### src/inc/sar_pkg.sv
// Constants shared by the storage-attribute resolver.
// Assumes a byte-addressed register port with one 32-bit word per register.
package sar_pkg;

  // ==========================================================
  // Address and region geometry
  localparam int EA_W = 32;
  localparam int REGIONS = 32;
  localparam int REGION_IDX_W = 5;
  localparam int DATA_W = 32;
  localparam int REG_ADDR_W = 8;

  // ==========================================================
  // Register byte offsets
  localparam logic [REG_ADDR_W-1:0] OFS_WRITE_THRU = 8'h00;
  localparam logic [REG_ADDR_W-1:0] OFS_DCACHE_OK = 8'h04;
  localparam logic [REG_ADDR_W-1:0] OFS_ICACHE_OK = 8'h08;
  localparam logic [REG_ADDR_W-1:0] OFS_GUARDED = 8'h0c;
  localparam logic [REG_ADDR_W-1:0] OFS_USER_DEF = 8'h10;
  localparam logic [REG_ADDR_W-1:0] OFS_LITTLE_END = 8'h14;
  localparam logic [REG_ADDR_W-1:0] OFS_CORE_CFG = 8'h18;
  localparam logic [REG_ADDR_W-1:0] OFS_INT_STATUS = 8'h1c;
  localparam logic [REG_ADDR_W-1:0] OFS_INT_CLEAR = 8'h20;
  localparam logic [REG_ADDR_W-1:0] OFS_INT_ENABLE = 8'h24;

  // ==========================================================
  // Reset values
  localparam logic [REGIONS-1:0] RST_WRITE_THRU = 32'h0000_0000;
  localparam logic [REGIONS-1:0] RST_DCACHE_OK = 32'h0000_0000;
  localparam logic [REGIONS-1:0] RST_ICACHE_OK = 32'h0000_0000;
  localparam logic [REGIONS-1:0] RST_GUARDED = 32'hffff_ffff;
  localparam logic [REGIONS-1:0] RST_USER_DEF = 32'h0000_0000;
  localparam logic [REGIONS-1:0] RST_LITTLE_END = 32'h0000_0000;

  // ==========================================================
  // Field layouts
  localparam int CFG_W = 1;
  localparam int CFG_USER_EXC_BIT = 0;
  localparam logic [CFG_W-1:0] RST_CORE_CFG = 1'h0;

  localparam int EVT_W = 3;
  localparam int EVT_USER_STORE = 0;
  localparam int EVT_INHIBIT_HIT = 1;
  localparam int EVT_GUARD_HOLD = 2;
  localparam logic [EVT_W-1:0] RST_EVT = 3'h0;

endpackage

### src/hw/sar_region_pick.sv
// One region bit picked from a per-region attribute word.
// Assumes the index is already the top effective-address bits.
`timescale 1ns/1ps
module sar_region_pick #(
  parameter int REGIONS = 32,
  parameter int IDX_W = 5
) (
  // Attribute word, bit 0 = lowest region
  input wire logic [REGIONS-1:0] regionBits,
  // Region index
  input wire logic [IDX_W-1:0] regionIndex,
  // Selected attribute
  output logic regionAttr
);

  assign regionAttr = regionBits[regionIndex];

endmodule

### src/hw/sar_resolver.sv
// Storage-attribute resolver: per-access attributes and access steering.
// Assumes one core clock, register port strobes never both high, and
// access inputs synchronous to sys_clk.
//
// Contract
// - Write-through 0: store hit updates cache only, miss allocates, no memory.
// - Write-through 1: hit writes cache and memory, miss writes memory only.
// - Virtual mode: inhibit 0 means cacheable, 1 bypasses the cache.
// - Real mode cacheability bits: 1 enables caching, 0 disables it.
// - Coherency attribute is carried but changes nothing.
// - Guarded 1 forbids speculative fetches and loads; guarded 0 allows them.
// - Guarded region: no prefetch, fetch only after earlier instructions finish.
// - Exception enable 1 and user attribute 1: store raises data-storage fault.
// - User attribute never affects fetches or loads; store check still works.
// - Endian attribute 0 big-endian, 1 little-endian.
// - Virtual mode takes attributes from translation entry, ignores registers.
// - Real mode: 32-bit register per attribute, one bit per 128 MB region.
// - Region bit selected by the five top effective-address bits.
// - Relocate bit 0 selects real mode, 1 selects virtual mode.
// - Reset sets every real-mode guarded bit to 1.
// - Reset clears every real-mode data-cache cacheability bit to 0.
//
// The implementer's own choices: the register offsets and strobed register access.
`timescale 1ns/1ps
module sar_resolver
  import sar_pkg::*;
#(
  parameter int ADDR_W = EA_W,
  parameter int NREG = REGIONS,
  parameter int IDX_W = REGION_IDX_W
) (
  // Clock and reset
  input wire logic sys_clk,
  input wire logic rst_n,
  // Register port
  input wire logic [REG_ADDR_W-1:0] regAddr,
  input wire logic [DATA_W-1:0] regWrData,
  input wire logic regWrite,
  input wire logic regRead,
  output logic [DATA_W-1:0] regRdData,
  // Interrupt
  output logic irq,
  // Access request
  input wire logic accValid,
  input wire logic accIsFetch,
  input wire logic accIsLoad,
  input wire logic accIsStore,
  input wire logic accSpeculative,
  input wire logic [ADDR_W-1:0] effective_address,
  input wire logic instr_relocate_bit,
  input wire logic priorDone,
  input wire logic cacheHit,
  input wire logic [DATA_W-1:0] storeDataIn,
  // Translation entry attributes
  input wire logic tlbWriteThru,
  input wire logic tlbInhibit,
  input wire logic tlbCoherent,
  input wire logic tlbGuarded,
  input wire logic tlbUserDef,
  input wire logic tlbLittle,
  // Resolved attributes
  output logic attrWriteThru,
  output logic attrInhibit,
  output logic attrCoherent,
  output logic attrGuarded,
  output logic user_defined_attr,
  output logic attrLittle,
  // Access steering
  output logic cacheWrite,
  output logic memWrite,
  output logic allocLine,
  output logic cacheBypass,
  output logic loadIssue,
  output logic fetchIssue,
  output logic prefetchEnable,
  output logic storeFault,
  output logic [DATA_W-1:0] storeDataOut
);

  // ==========================================================
  // Real-mode attribute registers
  logic [NREG-1:0] writeThruBits;
  logic [NREG-1:0] data_cacheable_region_bits;
  logic [NREG-1:0] instr_cacheable_region_bits;
  logic [NREG-1:0] guarded_region_bits;
  logic [NREG-1:0] userDefBits;
  logic [NREG-1:0] littleEndBits;
  logic [CFG_W-1:0] core_config_reg;
  logic [EVT_W-1:0] intStatus;
  logic [EVT_W-1:0] intEnable;
  logic [EVT_W-1:0] evtSet;
  logic [EVT_W-1:0] evtClear;
  logic [DATA_W-1:0] next_regRdData;
  logic user_store_exc_enable;

  assign user_store_exc_enable = core_config_reg[CFG_USER_EXC_BIT];

  always_ff @(posedge sys_clk or negedge rst_n) begin
    if (!rst_n) begin
      writeThruBits <= RST_WRITE_THRU;
    end else if (regWrite && regAddr == OFS_WRITE_THRU) begin
      writeThruBits <= regWrData[NREG-1:0];
    end
  end

  always_ff @(posedge sys_clk or negedge rst_n) begin
    if (!rst_n) begin
      data_cacheable_region_bits <= RST_DCACHE_OK;
    end else if (regWrite && regAddr == OFS_DCACHE_OK) begin
      data_cacheable_region_bits <= regWrData[NREG-1:0];
    end
  end

  always_ff @(posedge sys_clk or negedge rst_n) begin
    if (!rst_n) begin
      instr_cacheable_region_bits <= RST_ICACHE_OK;
    end else if (regWrite && regAddr == OFS_ICACHE_OK) begin
      instr_cacheable_region_bits <= regWrData[NREG-1:0];
    end
  end

  always_ff @(posedge sys_clk or negedge rst_n) begin
    if (!rst_n) begin
      guarded_region_bits <= RST_GUARDED;
    end else if (regWrite && regAddr == OFS_GUARDED) begin
      guarded_region_bits <= regWrData[NREG-1:0];
    end
  end

  always_ff @(posedge sys_clk or negedge rst_n) begin
    if (!rst_n) begin
      userDefBits <= RST_USER_DEF;
    end else if (regWrite && regAddr == OFS_USER_DEF) begin
      userDefBits <= regWrData[NREG-1:0];
    end
  end

  always_ff @(posedge sys_clk or negedge rst_n) begin
    if (!rst_n) begin
      littleEndBits <= RST_LITTLE_END;
    end else if (regWrite && regAddr == OFS_LITTLE_END) begin
      littleEndBits <= regWrData[NREG-1:0];
    end
  end

  always_ff @(posedge sys_clk or negedge rst_n) begin
    if (!rst_n) begin
      core_config_reg <= RST_CORE_CFG;
    end else if (regWrite && regAddr == OFS_CORE_CFG) begin
      core_config_reg <= regWrData[CFG_W-1:0];
    end
  end

  always_ff @(posedge sys_clk or negedge rst_n) begin
    if (!rst_n) begin
      intEnable <= RST_EVT;
    end else if (regWrite && regAddr == OFS_INT_ENABLE) begin
      intEnable <= regWrData[EVT_W-1:0];
    end
  end

  // ==========================================================
  // Region selection
  logic [IDX_W-1:0] regionIndex;
  logic [NREG-1:0] regionWord [6];
  logic [5:0] regionAttr;
  logic realMode;

  // Top address bits are the region number, bit 0 = lowest 128 MB
  assign regionIndex = effective_address[ADDR_W-1 -: IDX_W];
  assign realMode = ~instr_relocate_bit;

  assign regionWord[0] = writeThruBits;
  assign regionWord[1] = data_cacheable_region_bits;
  assign regionWord[2] = instr_cacheable_region_bits;
  assign regionWord[3] = guarded_region_bits;
  assign regionWord[4] = userDefBits;
  assign regionWord[5] = littleEndBits;

  genvar gi;
  generate
    for (gi = 0; gi < 6; gi++) begin : g_pick
      sar_region_pick #(
        .REGIONS(NREG),
        .IDX_W(IDX_W)
      ) u_pick (
        .regionBits(regionWord[gi]),
        .regionIndex(regionIndex),
        .regionAttr(regionAttr[gi])
      );
    end
  endgenerate

  // ==========================================================
  // Attribute resolution, combinational so no extra stall cycle
  logic cacheable;
  logic realCacheable;

  // Fetches use the instruction-side word, data accesses the data side
  assign realCacheable = accIsFetch ? regionAttr[2] : regionAttr[1];

  always_comb begin
    if (realMode) begin
      attrWriteThru = regionAttr[0];
      cacheable = realCacheable;
      attrGuarded = regionAttr[3];
      user_defined_attr = regionAttr[4];
      attrLittle = regionAttr[5];
      attrCoherent = 1'b0;
    end else begin
      // Registers ignored entirely in virtual mode
      attrWriteThru = tlbWriteThru;
      cacheable = ~tlbInhibit;
      attrGuarded = tlbGuarded;
      user_defined_attr = tlbUserDef;
      attrLittle = tlbLittle;
      attrCoherent = tlbCoherent;
    end
  end

  assign attrInhibit = ~cacheable;

  // ==========================================================
  // Store steering
  logic doStore;

  // User attribute only gates stores; fetches and loads never see it
  assign storeFault = accValid & accIsStore & user_store_exc_enable
                    & user_defined_attr;
  assign doStore = accValid & accIsStore & ~storeFault;

  // Write-back hits and misses stay in the cache
  assign cacheWrite = doStore & cacheable
                    & (~attrWriteThru | cacheHit);
  assign allocLine = doStore & cacheable & ~attrWriteThru
                   & ~cacheHit;
  assign memWrite = doStore & (~cacheable | attrWriteThru);
  assign cacheBypass = accValid & ~cacheable;

  // ==========================================================
  // Speculation control
  logic specAllowed;
  logic guardHold;

  assign specAllowed = ~accSpeculative | ~attrGuarded;
  assign loadIssue = accValid & accIsLoad & specAllowed;
  // Guarded fetches wait for the pipe to drain; costly but never speculative
  assign fetchIssue = accValid & accIsFetch & specAllowed
                    & (~attrGuarded | priorDone);
  assign prefetchEnable = ~attrGuarded;
  assign guardHold = accValid & accIsFetch & attrGuarded & ~priorDone;

  // ==========================================================
  // Byte ordering
  function automatic logic [DATA_W-1:0] swapBytes(
    input logic [DATA_W-1:0] din
  );
    logic [DATA_W-1:0] dout;
    dout = '0;
    for (int b = 0; b < DATA_W / 8; b++) begin
      dout[b*8 +: 8] = din[DATA_W-8-b*8 +: 8];
    end
    return dout;
  endfunction

  // Bus is big-endian; little-endian regions get their lanes reversed
  assign storeDataOut = attrLittle ? swapBytes(storeDataIn)
                                   : storeDataIn;

  // ==========================================================
  // Event status, set wins over clear
  assign evtSet[EVT_USER_STORE] = storeFault;
  // Flags the undefined case; result of that access is not guaranteed
  assign evtSet[EVT_INHIBIT_HIT] = accValid & ~cacheable & cacheHit;
  assign evtSet[EVT_GUARD_HOLD] = guardHold;
  assign evtClear = (regWrite && regAddr == OFS_INT_CLEAR)
                  ? regWrData[EVT_W-1:0] : RST_EVT;

  always_ff @(posedge sys_clk or negedge rst_n) begin
    if (!rst_n) begin
      intStatus <= RST_EVT;
    end else begin
      intStatus <= (intStatus & ~evtClear) | evtSet;
    end
  end

  always_ff @(posedge sys_clk or negedge rst_n) begin
    if (!rst_n) begin
      irq <= 1'b0;
    end else begin
      irq <= |(((intStatus & ~evtClear) | evtSet) & intEnable);
    end
  end

  // ==========================================================
  // Read path, data one cycle after the strobe
  always_comb begin
    next_regRdData = '0;
    if (regRead) begin
      case (regAddr)
        OFS_WRITE_THRU: next_regRdData[NREG-1:0] = writeThruBits;
        OFS_DCACHE_OK:
          next_regRdData[NREG-1:0] = data_cacheable_region_bits;
        OFS_ICACHE_OK:
          next_regRdData[NREG-1:0] = instr_cacheable_region_bits;
        OFS_GUARDED: next_regRdData[NREG-1:0] = guarded_region_bits;
        OFS_USER_DEF: next_regRdData[NREG-1:0] = userDefBits;
        OFS_LITTLE_END: next_regRdData[NREG-1:0] = littleEndBits;
        OFS_CORE_CFG: next_regRdData[CFG_W-1:0] = core_config_reg;
        OFS_INT_STATUS: next_regRdData[EVT_W-1:0] = intStatus;
        OFS_INT_ENABLE: next_regRdData[EVT_W-1:0] = intEnable;
        default: next_regRdData = '0;
      endcase
    end
  end

  always_ff @(posedge sys_clk or negedge rst_n) begin
    if (!rst_n) begin
      regRdData <= '0;
    end else begin
      regRdData <= next_regRdData;
    end
  end

endmodule

### config.mk
export PLATFORM = sky130hd
export DESIGN_NAME = sar_resolver
export DESIGN_NICKNAME = d
export VERILOG_FILES = /design/src/inc/sar_pkg.sv /design/src/hw/sar_region_pick.sv /design/src/hw/sar_resolver.sv
export SDC_FILE = /design/constraint.sdc
export NUM_CORES = 1
export LEC_CHECK = 0
export ABC_AREA = 1
export BUFFER_PORTS_ARGS = -buffer_cell sky130_fd_sc_hd__buf_2
export CORE_ASPECT_RATIO = 1.1
export CORE_UTILIZATION = 43
export DETAILED_ROUTE_END_ITERATION = 10
export GPL_TIMING_DRIVEN = 1
export SETUP_SLACK_MARGIN = 0.15
export SLEW_MARGIN = 10
export SYNTH_ARGS = -nofsm -noshare
export SYNTH_HDL_FRONTEND = slang
export SYNTH_SLANG_ARGS = --single-unit
### constraint.sdc
create_clock -name sys_clk -period 2.9 [get_ports sys_clk]
set_clock_uncertainty 0.2 [all_clocks]
set_input_delay 0.145 -clock sys_clk [delete_from_list [all_inputs] [get_ports sys_clk]]
set_output_delay 0.145 -clock sys_clk [all_outputs]
set_load 0.01 [all_outputs]
# Word-level counts from Yosys, hierarchy flattened
# Index checks and enable logic that the tools add are counted.
op_classes:
  n_eq_ne: 9
  order_cmp: 1
  bitwise_logic: 34
  mux: 25
  reduce_logical: 11
ops:
  columns: ["op", "n"]
  rows:
  - ["one-hot mux 29 bit (6 select lines)", 1]
  - ["two-way mux 32 bit", 2]
  - ["equality test 8 x 5 -> 1 bit (second input constant)", 4]
  - ["binary-select mux 1 bit (select 5 bit)", 6]
  - ["bitwise AND 1 bit", 18]
  - ["equality test 8 x 4 -> 1 bit (second input constant)", 2]
  - ["equality test 8 x 6 -> 1 bit (second input constant)", 2]
  - ["one-hot mux 2 bit (8 select lines)", 1]
  - ["two-way mux 1 bit", 13]
  - ["logical AND 1 bit", 9]
  - ["one-hot mux 1 bit (9 select lines)", 1]
  - ["equality test 8 x 3 -> 1 bit (second input constant)", 1]
  - ["logical NOT 8 bit", 1]
  - ["NOT 1 bit", 8]
  - ["bitwise AND 3 bit", 2]
  - ["< comparator 5 x 6 -> 1 bit (second input constant)", 1]
  - ["bitwise OR 1 bit", 4]
  - ["two-way mux 3 bit", 1]
  - ["NOT 3 bit", 1]
  - ["bitwise OR 3 bit", 1]
  - ["OR reduction 3 bit", 1]
totals:
  out_inout_bits: 79
  regBits: 232
  elab_cells: 91
  input_bits: 122

# Depth between registers and ports, before layout
depth:
  depth_word: 10
  mapped_depth: 18
  ltp_nobuf: 15

# Hierarchy
# A second synthesis with hierarchy kept.
hier_totals:
  cells_unflattened: 1780
  hier_area_um2: 12917.4
modules_own_cells:
  columns: ["mod", "n_inst", "seq_area_each_um2", "cells_per_inst", "area_per_inst_um2"]
  rows:
  - ["sar_resolver", 1, 5845.6, 1312, 10665.2]
  - ["sar_region_pick", 6, 0.0, 78, 375.4]

# Worst setup path before layout
# Ideal clock, no wire load.
synth_timing:
  kind: "in2out"
  from: "input port effective_address[27]"
  to: "output port allocLine"
  cell_stages: 16
  arrival_ns: 1.506
  slack_ns: 1.049
  n_path_buf: 3
  t_required_ns: 2.555
  path_cell_list: "buf_6 -> buf_6 -> buf_6 -> nand2_1 -> nand3_1 -> nand3_1 -> nand2_1 -> a21oi_1 -> nand2_1 -> nand3_1 -> nand2_2 -> nand2_2 -> inv_2 -> nor2_2 -> nand2_1 -> nor2_1"
synth_between:
  elab_chain_len: 9
  word_cells_on_any_way: 19
  cone_classes: "12 x mux; 7 x bitwise"
synth_lines:
  columns: ["item", "line_no", "rtl"]
  rows:
  - ["start, declared", "sar_resolver.sv:49", "input wire logic [ADDR_W-1:0] effective_address,"]
  - ["binary-select mux 1 bit (select 5 bit)", "sar_region_pick.sv:16", "assign regionAttr = regionBits[regionIndex];"]
  - ["two-way mux 1 bit (not written as such)", "sar_region_pick.sv:16", null]
  - ["two-way mux 1 bit", "sar_resolver.sv:203", "if (realMode) begin"]
  - ["via user_defined_attr", "sar_resolver.sv:66", "output logic user_defined_attr,"]
  - ["bitwise AND 1 bit", "sar_resolver.sv:229", "& user_defined_attr;"]
  - ["via storeFault", "sar_resolver.sv:76", "output logic storeFault,"]
  - ["NOT 1 bit", "sar_resolver.sv:230", "assign doStore = accValid & accIsStore & ~storeFault;"]
  - ["bitwise AND 1 bit", "sar_resolver.sv:230", null]
  - ["bitwise AND 1 bit (2 in a row)", "sar_resolver.sv:235", "assign allocLine = doStore & cacheable & ~attrWriteThru"]
  - ["bitwise AND 1 bit", "sar_resolver.sv:236", "& ~cacheHit;"]
  - ["end, declared", "sar_resolver.sv:71", "output logic allocLine,"]
# The timed path passes the listed nets, and every way through them passes these cells. The select of a mux whose other input is x is not followed.

# Worst setup path after layout
layout_timing:
  from: "register littleEndBits[21]"
  to: "output port storeDataOut[23]"
layout_between:
  elab_chain_len: 4
layout_lines:
  columns: ["item", "line_no", "rtl"]
  rows:
  - ["start, declared", "sar_resolver.sv:87", "logic [NREG-1:0] littleEndBits;"]
  - ["start signal, assigned", "sar_resolver.sv:142", "littleEndBits <= regWrData[NREG-1:0];"]
  - ["binary-select mux 1 bit (select 5 bit)", "sar_region_pick.sv:16", null]
  - ["two-way mux 1 bit (not written as such)", "sar_region_pick.sv:16", null]
  - ["two-way mux 1 bit", "sar_resolver.sv:203", null]
  - ["two-way mux 32 bit", "sar_resolver.sv:267", "assign storeDataOut = attrLittle ? swapBytes(storeDataIn)"]
  - ["end, declared", "sar_resolver.sv:77", "output logic [DATA_W-1:0] storeDataOut"]
# No other way between the ends. The select of a mux whose other input is x is not followed.

==> results_dict.tcl <==
set metrics [dict create \
    outcome "completed" \
    die_h_um 176 \
    synth_top_area_share_pct 42.1 \
    gp_congestion 0.846 \
    grt_pass1_vias 10983 \
    min_path_cells 6 \
    synth_cells 1556 \
    hold_path_class "in2reg" \
    crit_slowest_cell "dfrtp_1" \
    initial_utilization_pct 44.0 \
    rrSetupSlack_ns 0.21 \
    r2r_cells 12 \
    vias_per_cell 5.40 \
    yosysUniqueCellTypes 35 \
    whs_ns 0.0414 \
    clock_sinks 232 \
    first_pass_iters 6 \
    layout.nets 1889 \
    grt.total_usage_pct 26.8 \
    multi_input_area_sq_um 5360 \
    clockPowerShare_pct 43.5 \
    ys_warn_count 0 \
    numCtsBuffers 27 \
    vias 11569 \
    clockRootBuffer "clkbuf_16" \
    cp.depth 12 \
    drive_above_1_share_pct 20.5 \
    endpoint "storeDataOut[23]" \
    pwr-share-seq_pct 44.3 \
    ant_nets 0 \
    fmax_mhz 370 \
    rows 63 \
    grt_pass1_wl_um 59900 \
    routed.top_layer "met4" \
    dieArea_sq_um 28300 \
    die_x_um 161 \
    path_clk_slew_ns 0.06 \
    grt_antenna_before_repair 0 \
    rsz0062_at_grt "yes" \
    maxCapViolCount 0 \
    hp-start "regAddr[7]" \
    syn_area_sq_um 11900 \
    fillers 2649 \
    met3_wirelength_um 2230 \
    layout.cells.non_filler 2144 \
    crit_path_start_kind "flop" \
    synthTopCellsByArea "dfrtp_1 (42%), nand2_1 (18%), o21ai_0 (9.8%), dfstp_2 (7.1%), nand3_1 (6.4%)" \
    wire_per_inst_um 17.7 \
    p_comb_share_pct 12.2 \
    max-vdd-ir-drop_uv 351 \
    path_buf_inv 2 \
    r2r_start "userDefBits[3]$_DFFE_PN0P_" \
    critical_path.max_fanout 8 \
    setup_viol 0 \
    yosysSeqAreaShare_pct 49.2 \
    route.detailed.drc 0 \
    ctsHtreeMaxLevel 1 \
    grt-ovfl-total 0 \
    seqCellArea_sq_um 5850 \
    p_int_mw 5.85 \
    fin_tns_setup_ns 0 \
    met2_length_um 18600 \
    areaGrowthSynthToFinish_pct 25.3 \
    setup.worst_path.end_class "primary output" \
    cp_top_family "compound AO/OA/AOI/OAI gates" \
    worstPathRequired_ns 2.56 \
    io_buffer_count 173 \
    final.period_utilization_pct 93.3 \
    coreArea_sq_um 27000 \
    clock_latency_ns 0.53 \
    dp_hpwl_um 24700 \
    p_switching_mw 2.05 \
    grt_max_degree 69 \
    drt_iter0_drc 836 \
    yosysTopAreaCell "dfrtp_1" \
    postSynthAreaPerCell_sq_um 7.64 \
    hold_viol 0 \
    p_leak_nw 6.99 \
    fin_util_pct 55.1 \
    power.density_nw_per_um2 531 \
    finalCriticalPeriod_ns 2.70 \
    m1WireLength_um 16100 \
    ys_seq_elements 232 \
    cts_tree "yes" \
    report.final.slew_viol_count 0 \
    crit_type "reg2out" \
    ios 201 \
    path_cells "a21oi_2 -> o21ai_1 -> nand3_1 -> o21ai_2 -> a21oi_2 -> o21ai_4 -> o211ai_4 -> buf_12 -> nand2_4 -> nand2_1 -> nand2_1 -> buf_2" \
    dp_cells 2027 \
    clk_path_buf_depth 3 \
    synth_nets 1678 \
    critPathLaunch "littleEndBits[21]$_DFFE_PN0P_" \
    cp.arrival_ns 2.36 \
    r2r-end "intStatus[0]$_DFF_PN0_" \
    slew_headroom_pct 40.0 \
    diodes 0 \
    tightestPinTransition_ns 0.898 \
    max_stage_delay_ns 0.42 \
    switching_share_pct 25.9 \
    wirelength_um 38000 \
]
## cells in the mapped netlist (all sizes together)
cell type	n
a211oi	3
a21oi	19
a221oi	31
a22o	2
a31oi	25
a32o	2
a41oi	4
buf	52
clkbuf	54
clkinv	2
dfrtp	200
dfstp	32
inv	77
nand2	589
nand3	152
nand4	2
nor2	37
nor3	5
o211ai	4
o21ai	254
o22ai	8
or2	2
## worst min path at each step
stage | endpoint
floorplan | core_config_reg$_DFFE_PN0P_
global placement | regRdData[4]$_DFF_PN0_
detailed placement | regRdData[4]$_DFF_PN0_
CTS | regRdData[2]$_DFF_PN0_
global route | regRdData[8]$_DFF_PN0_
finish | intStatus[2]$_DFF_PN0_
## metal layers
layer | vias to the layer above | GRT usage [%]
li1 | 5589 | -
met2 | 421 | 46.6
met1 | 5479 | 34.8
met4 | 0 | 8.73
met5 | - | 0
met3 | 80 | 2.87
## power groups by stage
stage	sequential, mW	clock, mW	combinational (mW)
5_1_grt	3.52	3.61	1.08
6_report	3.50	3.43	0.967
3_3_place_gp	3.55	0	0.820
2_1_floorplan	3.52	0	0.492
3_5_place_dp	3.55	0	0.833
4_1_cts	3.50	3.49	0.903
## layout by cell type, fill, tap and decap left out, types with 8 or more instances in the layout
master         netlist  final
nand3_1            152    142
nor2_1              34     34
buf_12               0     10
buf_4               11     48
o22ai_1              8      8
o21ai_1             20     22
clkbuf_16            0     29
o21ai_0            233    228
inv_1               75     73
a21oi_1             18     15
dfstp_2             32     32
nand2_1            585    564
a31oi_1             25     25
dlygate4sd3_1        0     51
nand3_2              0     10
dfrtp_1            200    200
nand2_2              4     24
buf_2               25    169
a221oi_1            31     30
## kinds of logic after synthesis
group                  share of synthesized area, %
DFF                                            49.2
AOI/OAI and AO/OA                              16.7
buffers and inverters                          7.30
and+or+nand+nor                                26.8
## metrics by stage
step / cell area [sq um] / worst slack [ns] / total power, mW
6_report: 14900 / 0.195 / 7.90
5_1_grt: 14900 / 0.0564 / 8.21
4_1_cts: 14600 / 0.156 / 7.89
3_5_place_dp: 13100 / 0.165 / 4.39
3_3_place_gp: 13100 / 0.248 / 4.37
2_1_floorplan: 11900 / 1.05 / 4.01
## area by class of cell
cell class,count,area share [%]
tap,357,3.00
timing repair buffer,286,13.7
clock buffer,37,5.06
multi-input combinational,1141,36.0
inverter,79,2.01
clock inverter,12,0.950
sequential,232,39.3
## tightest hold or removal path, stage by stage
cell and delay, ns:
buf_2 0.07, or2_1 0.18, nor2_1 0.08, nand3_1 0.10, o21ai_0 0.08, nand2_1 0.08
## repair_timing
| action | 4_1_cts | 5_1_grt |
|---|---|---|
| endpoints found under the hold margin | 411 | 0 |
| hold buffers | 51 | 0 |
| setup buffers | 2 | 10 |
| gates resized for setup | 6 | 45 |
| setup endpoints to repair | 33 | 39 |
| pin swaps | 1 | 29 |
| cloned | 0 | 5 |
No activity file was read; power rests on OpenSTA's default activity.
